File: src/logic/tgre_dummy_unused.sv
`timescale 1ns/100ps
`default_nettype none
`default_nettype wire

File: src/logic/tgre_pkg.sv
package tgre_pkg;

  // ----------------------------------------------------------------
  // Serial frame layout
  // ----------------------------------------------------------------
  localparam int          FRAME_BITS   = 24;
  localparam int          ADDR_MSB     = 23;
  localparam int          ADDR_LSB     = 16;
  localparam int          DATA_MSB     = 15;
  localparam logic [4:0]  FRAME_LAST   = 5'h17;

  // ----------------------------------------------------------------
  // Register offsets
  // ----------------------------------------------------------------
  localparam logic [7:0]  ADDR_BANK    = 8'h00;
  localparam logic [7:0]  ADDR_TAB_LO  = 8'h01;
  localparam logic [7:0]  ADDR_TAB_HI  = 8'h94;
  localparam logic [7:0]  ADDR_FIRST   = 8'h95;
  localparam logic [7:0]  ADDR_LAST    = 8'h96;
  localparam logic [7:0]  ADDR_START   = 8'h97;
  localparam logic [7:0]  ADDR_HOLD    = 8'h98;
  localparam logic [7:0]  ADDR_MODE    = 8'h99;
  localparam logic [7:0]  ADDR_COARSE  = 8'h9A;
  localparam logic [7:0]  ADDR_SLOPE   = 8'h9B;

  // ----------------------------------------------------------------
  // Field positions
  // ----------------------------------------------------------------
  localparam int          BANK_BIT     = 2;
  localparam int          INTERP_BIT   = 7;
  localparam int          SOFT_BIT     = 5;
  localparam int          UNIFORM_BIT  = 4;
  localparam int          FIXED_BIT    = 3;
  localparam int          DIR_BIT      = 8;

  // ----------------------------------------------------------------
  // Table and gain figures
  // ----------------------------------------------------------------
  localparam int          TABLE_DEPTH  = 148;
  localparam int          TABLE_WIDTH  = 9;
  localparam int          TABLE_AW     = 8;
  localparam logic [5:0]  COARSE_MAX   = 6'h24;
  localparam logic [8:0]  GAIN_MAX     = 9'h127;
  localparam logic [8:0]  STEP_FINE    = 9'h001;
  localparam logic [8:0]  STEP_WHOLE   = 9'h008;
  localparam logic [2:0]  SUB_LAST     = 3'h7;
  localparam int          HOLD_UNIT    = 33;

  // ----------------------------------------------------------------
  // Reset values
  // ----------------------------------------------------------------
  localparam logic [7:0]  RST_BYTE     = 8'h00;
  localparam logic [8:0]  RST_GAIN     = 9'h000;

endpackage

File: src/logic/tgre_engine.sv
// Operation
// gain switches move only on sample edges
// three modes: table, linear ramp, fixed
// 148-entry 9-bit step table, host written
// table reachable only while bank select set
// entry top bit direction, low byte dwell
// dwell 0x00 shortest, 0xFF longest
// whole 1dB steps, or eight eighth steps
// walk table first pointer to last pointer
// trigger loads initial gain, starts immediately
// stop at last entry or limit, hold
// return 1dB per sample, then idle
// trigger sampled on sample clock rising edge
// software trigger repeats curve until cleared
// software trigger accepted within one sample
// table final gain from pointers and decrements
// linear ramp up at programmed rate
// ramp rate units follow interpolation setting
// ramp ignores table, final from pointer difference
// linear ramp only increases gain
// fixed mode gain is coarse plus fine
// coarse codes above 0x24 act as 0x24; code clamps only bits 5:0, so codes 0x40 and up drop bits 7:6 first
// fine adds eighth dB per code
// hold lasts 33 samples per unit
// initial gain is -5dB plus code
// sample period is two input clocks
// host keeps pointers within 1 to 148
// gain presented as whole and eighth parts
`timescale 1ns/100ps
`default_nettype none

module tgre_engine #(
  parameter int HOLD_UNIT = tgre_pkg::HOLD_UNIT
) (
  input  wire logic       clk_i,
  input  wire logic       rst_n_i,
  input  wire logic       sen_n_i,
  input  wire logic       sclk_i,
  input  wire logic       sdata_i,
  input  wire logic       sync_i,
  output logic      [5:0] gain_coarse_o,
  output logic      [2:0] gain_fine_o,
  output logic            engine_busy_o
);
  import tgre_pkg::*;

  typedef enum logic [1:0] {ST_IDLE, ST_STEP, ST_HOLD, ST_RETURN} tgre_state_e;

  // ----------------------------------------------------------------
  // Pin synchronisers
  // ----------------------------------------------------------------
  logic [3:0] meta_reg;
  logic [3:0] pin_reg;
  logic       sclk_old_reg;

  // Two flops on every pin before use
  always_ff @(posedge clk_i) begin
    meta_reg     <= {sync_i, sdata_i, sclk_i, sen_n_i};
    pin_reg      <= meta_reg;
    sclk_old_reg <= pin_reg[1];
  end

  wire sen_n_s   = pin_reg[0];
  wire sclk_rise = pin_reg[1] & ~sclk_old_reg;
  wire sdata_s   = pin_reg[2];
  wire sync_s    = pin_reg[3];

  // ----------------------------------------------------------------
  // Serial write port
  // ----------------------------------------------------------------
  logic [FRAME_BITS-2:0] shift_reg;
  logic [4:0]            bitcnt_reg;
  logic                  wr_reg;
  logic [FRAME_BITS-1:0] frame_reg;

  // Shift MSB first; the 24th bit commits the word
  always_ff @(posedge clk_i) begin
    if (!rst_n_i || sen_n_s) begin
      bitcnt_reg <= 5'h00;
      wr_reg     <= 1'b0;
    end else begin
      wr_reg <= 1'b0;
      if (sclk_rise) begin
        shift_reg  <= {shift_reg[FRAME_BITS-3:0], sdata_s};
        bitcnt_reg <= bitcnt_reg + 5'h01;
        if (bitcnt_reg == FRAME_LAST) begin
          frame_reg <= {shift_reg, sdata_s};
          wr_reg    <= 1'b1;
        end
      end
    end
  end

  wire [7:0]  wr_addr = frame_reg[ADDR_MSB:ADDR_LSB];
  wire [15:0] wr_data = frame_reg[DATA_MSB:0];

  // ----------------------------------------------------------------
  // Control registers
  // ----------------------------------------------------------------
  logic       bank_reg;
  logic [7:0] first_reg;
  logic [7:0] last_reg;
  logic [7:0] start_reg;
  logic [7:0] hold_reg;
  logic [7:0] mode_reg;
  logic [7:0] coarse_reg;
  logic [7:0] slope_reg;

  wire in_bank  = wr_reg & bank_reg;
  wire tab_hit  = in_bank & (wr_addr >= ADDR_TAB_LO) & (wr_addr <= ADDR_TAB_HI);
  wire [7:0] tab_wr_idx = wr_addr - ADDR_TAB_LO;

  // Address 0 always reachable; the rest only with bank select
  always_ff @(posedge clk_i) begin
    if (!rst_n_i) begin
      bank_reg   <= 1'b0;
      first_reg  <= RST_BYTE;
      last_reg   <= RST_BYTE;
      start_reg  <= RST_BYTE;
      hold_reg   <= RST_BYTE;
      mode_reg   <= RST_BYTE;
      coarse_reg <= RST_BYTE;
      slope_reg  <= RST_BYTE;
    end else begin
      if (wr_reg && wr_addr == ADDR_BANK) begin
        bank_reg <= wr_data[BANK_BIT];
      end
      if (in_bank) begin
        case (wr_addr)
          ADDR_FIRST:  first_reg  <= wr_data[7:0];
          ADDR_LAST:   last_reg   <= wr_data[7:0];
          ADDR_START:  start_reg  <= wr_data[7:0];
          ADDR_HOLD:   hold_reg   <= wr_data[7:0];
          ADDR_MODE:   mode_reg   <= wr_data[7:0];
          ADDR_COARSE: coarse_reg <= wr_data[7:0];
          ADDR_SLOPE:  slope_reg  <= wr_data[7:0];
          default: ;
        endcase
      end
    end
  end

  wire interp     = start_reg[INTERP_BIT];
  wire soft_trig  = mode_reg[SOFT_BIT];
  wire uniform    = mode_reg[UNIFORM_BIT];
  wire fixed_mode = mode_reg[FIXED_BIT];

  // ----------------------------------------------------------------
  // Step table
  // ----------------------------------------------------------------
  logic [7:0] ptr_reg;
  logic [8:0] entry;

  // Pointer is 1-based, storage is 0-based
  wire [7:0] tab_rd_idx = ptr_reg - ADDR_TAB_LO;

  tgre_table_mem #(
    .DEPTH (TABLE_DEPTH),
    .WIDTH (TABLE_WIDTH),
    .AW    (TABLE_AW)
  ) u_table (
    .clk_i     (clk_i),
    .wr_en_i   (tab_hit),
    .wr_addr_i (tab_wr_idx),
    .wr_data_i (wr_data[TABLE_WIDTH-1:0]),
    .rd_addr_i (tab_rd_idx),
    .rd_data_o (entry)
  );

  // ----------------------------------------------------------------
  // Sample tick and trigger
  // ----------------------------------------------------------------
  logic phase_reg;
  logic sync_old_reg;

  // Sample period is two input clocks
  always_ff @(posedge clk_i) begin
    if (!rst_n_i) begin
      phase_reg    <= 1'b0;
      sync_old_reg <= 1'b0;
    end else begin
      phase_reg <= ~phase_reg;
      if (phase_reg) begin
        sync_old_reg <= sync_s;
      end
    end
  end

  wire tick     = phase_reg;
  wire pin_trig = sync_s & ~sync_old_reg;
  wire trigger  = pin_trig | soft_trig;

  // ----------------------------------------------------------------
  // Step arithmetic
  // ----------------------------------------------------------------
  // Engine state, declared ahead of the arithmetic that reads it
  tgre_state_e state_reg;
  logic [8:0]  gain_reg;
  logic [2:0]  sub_reg;
  logic [7:0]  dwell_cnt_reg;
  logic [15:0] hold_cnt_reg;

  // Ramp mode never reads the table and only climbs
  wire       dir_down = uniform ? 1'b0 : entry[DIR_BIT];
  wire [7:0] dwell    = uniform ? slope_reg : entry[7:0];
  wire [7:0] dwell_ef = (dwell == 8'h00) ? 8'h01 : dwell;
  wire [8:0] delta    = interp ? STEP_FINE : STEP_WHOLE;
  wire [8:0] room_up  = GAIN_MAX - gain_reg;
  wire       limit    = dir_down ? (gain_reg < delta) : (room_up < delta);
  wire [8:0] gain_mv  = dir_down ? gain_reg - delta : gain_reg + delta;
  wire       is_last  = (ptr_reg >= last_reg);
  wire       sub_end  = (sub_reg == SUB_LAST);
  // Last entry: no whole step, or only seven eighth steps
  wire       do_step  = interp ? ~(is_last & sub_end) : (sub_end & ~is_last);

  wire [5:0] start_cl = (start_reg[5:0] > COARSE_MAX) ? COARSE_MAX : start_reg[5:0];
  wire [8:0] start_g  = {start_cl, 3'h0};
  wire [5:0] coarse_cl = (coarse_reg[5:0] > COARSE_MAX) ? COARSE_MAX : coarse_reg[5:0];
  wire [8:0] fixed_g  = {coarse_cl, mode_reg[2:0]};
  wire [8:0] ret_up   = start_g - gain_reg;
  wire [8:0] ret_dn   = gain_reg - start_g;
  // One whole dB per sample, landing exactly on start
  wire [8:0] ret_g    = (gain_reg > start_g) ? ((ret_dn > STEP_WHOLE) ? gain_reg - STEP_WHOLE : start_g)
                                             : ((ret_up > STEP_WHOLE) ? gain_reg + STEP_WHOLE : start_g);
  wire [15:0] hold_ld = 16'(int'(hold_reg) * HOLD_UNIT);

  // ----------------------------------------------------------------
  // Engine
  // ----------------------------------------------------------------
  // Everything moves on the sample tick only
  always_ff @(posedge clk_i) begin
    if (!rst_n_i) begin
      state_reg     <= ST_IDLE;
      gain_reg      <= RST_GAIN;
      ptr_reg       <= RST_BYTE;
      sub_reg       <= 3'h0;
      dwell_cnt_reg <= 8'h00;
      hold_cnt_reg  <= 16'h0000;
    end else if (tick) begin
      if (fixed_mode) begin
        state_reg <= ST_IDLE;
        gain_reg  <= fixed_g;
      end else begin
        case (state_reg)
          ST_IDLE: begin
            if (trigger) begin
              gain_reg      <= start_g;
              ptr_reg       <= first_reg;
              sub_reg       <= 3'h0;
              dwell_cnt_reg <= 8'h01;
              state_reg     <= ST_STEP;
            end
          end
          ST_STEP: begin
            if (dwell_cnt_reg < dwell_ef) begin
              dwell_cnt_reg <= dwell_cnt_reg + 8'h01;
            end else if (do_step && limit) begin
              hold_cnt_reg <= hold_ld;
              state_reg    <= ST_HOLD;
            end else begin
              dwell_cnt_reg <= 8'h01;
              if (do_step) begin
                gain_reg <= gain_mv;
              end
              sub_reg <= sub_reg + 3'h1;
              if (sub_end) begin
                if (is_last) begin
                  hold_cnt_reg <= hold_ld;
                  state_reg    <= ST_HOLD;
                end else begin
                  ptr_reg <= ptr_reg + 8'h01;
                end
              end
            end
          end
          ST_HOLD: begin
            // Expiry takes the first return step itself, so a zero hold adds one sample only
            if (hold_cnt_reg == 16'h0000) begin
              gain_reg  <= ret_g;
              state_reg <= ST_RETURN;
            end else begin
              hold_cnt_reg <= hold_cnt_reg - 16'h0001;
            end
          end
          ST_RETURN: begin
            if (gain_reg != start_g) begin
              gain_reg <= ret_g;
            end else begin
              state_reg <= ST_IDLE;
            end
          end
          default: state_reg <= ST_IDLE;
        endcase
      end
    end
  end

  // ----------------------------------------------------------------
  // Outputs
  // ----------------------------------------------------------------
  logic busy_reg;

  always_ff @(posedge clk_i) begin
    if (!rst_n_i) begin
      busy_reg <= 1'b0;
    end else begin
      busy_reg <= (state_reg != ST_IDLE);
    end
  end

  assign gain_coarse_o = gain_reg[8:3];
  assign gain_fine_o   = gain_reg[2:0];
  assign engine_busy_o = busy_reg;

endmodule // tgre_engine

`default_nettype wire

File: src/logic/tgre_table_mem.sv
`timescale 1ns/100ps
`default_nettype none

module tgre_table_mem #(
  parameter int DEPTH = 148,
  parameter int WIDTH = 9,
  parameter int AW    = 8
) (
  input  wire logic             clk_i,
  input  wire logic             wr_en_i,
  input  wire logic [AW-1:0]    wr_addr_i,
  input  wire logic [WIDTH-1:0] wr_data_i,
  input  wire logic [AW-1:0]    rd_addr_i,
  output logic      [WIDTH-1:0] rd_data_o
);

  logic [WIDTH-1:0] mem_q [DEPTH];

  // Write port; out of range indices are dropped
  always_ff @(posedge clk_i) begin
    if (wr_en_i && (int'(wr_addr_i) < DEPTH)) begin
      mem_q[wr_addr_i] <= wr_data_i;
    end
  end

  // Registered read, one clock of latency
  always_ff @(posedge clk_i) begin
    rd_data_o <= mem_q[rd_addr_i];
  end

endmodule // tgre_table_mem

`default_nettype wire

File: config.mk
export PLATFORM = sky130hd
export DESIGN_NAME = tgre_engine
export DESIGN_NICKNAME = d
export VERILOG_FILES = /design/src/logic/tgre_dummy_unused.sv /design/src/logic/tgre_pkg.sv /design/src/logic/tgre_engine.sv /design/src/logic/tgre_table_mem.sv
export SDC_FILE = /design/constraint.sdc
export NUM_CORES = 2
export LEC_CHECK = 0
export BUFFER_PORTS_ARGS = -buffer_cell sky130_fd_sc_hd__buf_2
export CAP_MARGIN = 0
export CORE_MARGIN = 2
export CORE_UTILIZATION = 60
export DETAILED_ROUTE_END_ITERATION = 7
export PLACE_DENSITY = 0.83
export SYNTH_ARGS = -nofsm -noshare
export SYNTH_HDL_FRONTEND = slang
export SYNTH_SLANG_ARGS = --single-unit
File: constraint.sdc
create_clock -name clk_i -period 5.6 [get_ports clk_i]
set_input_delay 0.84 -clock clk_i [delete_from_list [all_inputs] [get_ports clk_i]]
set_output_delay 0.84 -clock clk_i [all_outputs]
set_load 0.005 [all_outputs]
==> results.ini <==
[placed_design]
port-buffer-count = 15
pre_cts_slack_ns = 1.464
hpwl_um = 85870
gpl.final_weighted_congestion = 0.8903

[yosys]
synthesis.instances = 3067
synth_cell_type_count = 78
synth_simple_gate_area_share_pct = 4.143
synthesized_area_fraction_occupied_by_ao_oa_aoi_and_oai_cells_pct = 2.511
syn_area_per_cell_um2 = 19.63
synth-warning-count = 0
postSynthRegisterBits = 1497
ys_seq_area_share_pct = 72.60
synth_adder_area_share_pct = 1.085
syn_nets = 3124
synth.area.mux_share_pct = 17.73
post_synthesis_cell_area_mm2 = 0.06020
synth_area_leader_cell = sky130_fd_sc_hd__edfxtp_1
yosys.area.top_type_share_pct = 68.44
synthArstFlopShare_pct = 0
synth_top_family_by_area = multiplexers
synth_area_leaders = sky130_fd_sc_hd__edfxtp_1 (68%), sky130_fd_sc_hd__mux4_2 (16%), sky130_fd_sc_hd__dfxtp_1 (4.2%)
post_synth_xor_area_fraction_pct = 0.4801
ys.flop_type = sky130_fd_sc_hd__edfxtp_1
synth-edff-count = 1372

[clock_network]
clock_sinks = 1497
cts-resized-gates = 0
cts_root_buf = sky130_fd_sc_hd__clkbuf_16
htree_levels = 4
max-clock-path-buffers = 3
numCtsBuffers = 142
path_clk_slew_ns = 0.08
insertion_delay_ns = 0.77
cts_tree = built
post_cts.repair.setup_buffers = 0
cts-hold-fix-buffers = 0

[sta]
layout_setup_ws_ns = 0.8250
timing_hold_violations_final = 0
max_slew.worst_pin.slew_ns = 1.310
finalSetupViolations = 0
post_route_fraction_of_the_period_consumed_by_the_critical_path_pct = 85.27
report.final.slew_viol_count = 0
fmax_mhz = 209.4
setup_repair_after_global_routing_missed_its_margin = no
totalNegativeSetupSlack_ns = 0
max-slew-margin-rel_pct = 12.01
clock-skew-final_ns = 0.04411
clock_period_minus_final_worst_setup_slack_ns = 4.775

[floorplanning]
width_of_the_die_um = 320.7
row_count = 116
io_pins = 16
die_ar_mm2 = 0.1029
die_h_um = 320.7
core-area_mm2 = 0.09971
initial_core_util_pct = 60.37

[cells_and_area]
final_common_cell = sky130_fd_sc_hd__edfxtp_1
multi_input_combinational_cell_area_mm2 = 0.01575
mostFrequentLayoutCells = sky130_fd_sc_hd__edfxtp_1 (1372), sky130_fd_sc_hd__mux4_2 (432), sky130_fd_sc_hd__nor2_1 (236), sky130_fd_sc_hd__clkbuf_16 (146), sky130_fd_sc_hd__dfxtp_1 (124)
number_of_nets_at_the_end_of_the_flow = 3205
number_of_flip_flops_in_the_largest_register = 1332
area.growth.synth_to_final_pct = 10.88
register_area_mm2 = 0.04371
filler_cell_count = 5758
layout-drive-gt1-share_pct = 24.64

[job]
max-cap-violations = 0

[global_routing]
gr-total-overflow = 0
initial_antenna_violation_count = 5
grtUsageTotal_pct = 31.03
grt_first_pass_wirelength_um = 229200
first_global_vias = 32670
grt_max_degree = 111

[critical_path]
crit_type = reg -> reg
regToRegStartpoint = frame_reg[17]$_DFFE_PP_
worst-endpoint-required_ns = 5.98
critPathMaxFanout = 30
critical_path.startpoint = frame_reg[17]$_DFFE_PP_
timing.critical_path.from_type = flip-flop
critPathArrivalTime_ns = 5.15
end_kind = flip-flop

[power]
power.density_mw_per_mm2 = 352.9
p_leak_nw = 20.42
switching_fraction_of_total_power_pct = 22.55
power.ir.vdd_worst_mv = 0.2341
share_clk_of_total_power_pct = 41.9
report.power.total_mw = 23.55
proportion_of_power_drawn_by_combinational_gates_pct = 6.8
net_switching_power_figure_mw = 5.312
p_seq_share_pct = 51.3
p_int_mw = 18.24

[min_path]
critical_hold_path_startpoint = sclk_i
min-delay-path-class = in -> reg

[drt]
drt-pass1-iter-count = 6
drcViolationCount = 0
overall_via_count_from_detail_route = 32440
iteration_0_drc_markers = 4505
vias_per_cell = 7.108
antenna_viol_nets_final = 0
post_drt_wl_per_cell_um = 34.26
drt_total_wl_um = 156300

[status]
status = complete, no violations

-- metrics by stage --
| stage | cells | area, um^2 | hold WS [ns] | utilization (%) |
|---|---|---|---|---|
| floorplan | 3067 | 60200 | 0.3096 | - |
| global placement | 4302 | 62060 | 0.3148 | 62.24 |
| detailed placement | 4302 | 62070 | 0.3143 | 62.25 |
| CTS | 4561 | 66740 | 0.1581 | 66.93 |
| global route | 4561 | 66740 | 0.1747 | 66.93 |
| finish | 4564 | 66740 | 0.1877 | 66.94 |
-- Yosys cell counts (all sizes together), types with 12 or more instances --
cell,count
a31oi,14
nor3,41
edfxtp,1372
nand2b,13
buf,71
nor2,236
nor4,13
clkbuf,95
dfxtp,125
mux2,12
a21oi,43
o31ai,13
mux2i,81
nand2,101
o21ai,58
nor2b,13
nand3,36
inv,41
ha,49
nand4,13
xnor2,18
mux4,432
xor2,15
-- routing by layer --
metal | global-route usage, % | wire [um] | vias to the layer above
met5 | 0 | 54 | -
met4 | 14.15 | 7799 | 8
met3 | 6.327 | 15770 | 481
met2 | 51.16 | 78090 | 2474
met1 | 40.33 | 54620 | 16750
li1 | - | - | 12730
-- critical path: stages (launching register included) --
cell                       delay (ns)
sky130_fd_sc_hd__edfxtp_1        0.58
sky130_fd_sc_hd__nor2_1          0.44
sky130_fd_sc_hd__nand2_1         0.52
sky130_fd_sc_hd__or2_2           0.50
sky130_fd_sc_hd__nor4_1          0.57
sky130_fd_sc_hd__a211o_1         0.30
sky130_fd_sc_hd__buf_4           0.51
sky130_fd_sc_hd__or2_2           0.54
sky130_fd_sc_hd__nor2_1          0.36
-- path summary, 6_finish.rpt --
path,end,slack (ns),depth (start not counted)
max,u_table.mem_q[34][5]$_DFFE_PP_,0.82,8
min,meta_reg[1]$_DFF_P_,0.19,1
max reg2reg,u_table.mem_q[34][5]$_DFFE_PP_,0.82,8
min reg2reg,pin_reg[1]$_DFF_P_,0.33,0
-- kinds of logic (layout without fill, tap and decap cells) --
family          after synthesis  count (layout)
simple gates                532             532
compound gates              222             222
flops                      1497            1497
mux                         525             525
xor+xnor                     33              33
fa+ha+maj                    51              51
other cells                   0               3
buf+inv                     207             403
-- power groups by stage --
stage	registers (mW)	logic [mW]	clock network [mW]
floorplan	12.3	1.06	0
global placement	12.3	1.50	0
detailed placement	12.3	1.53	0
CTS	12.1	1.58	9.90
global route	12.1	1.65	10.2
finish	12.1	1.61	9.86
-- area by class of cell --
cell class | count | area share (%)
clock buffers | 175 | 5.682
clock inverters | 84 | 1.308
well taps | 1298 | 2.433
diodes | 3 | 0.01125
repair buffers | 103 | 1.252
multi-input cells | 1363 | 23.60
inverters | 41 | 0.2306
flip-flops and latches | 1497 | 65.48
(Power assumes the default switching activity.)
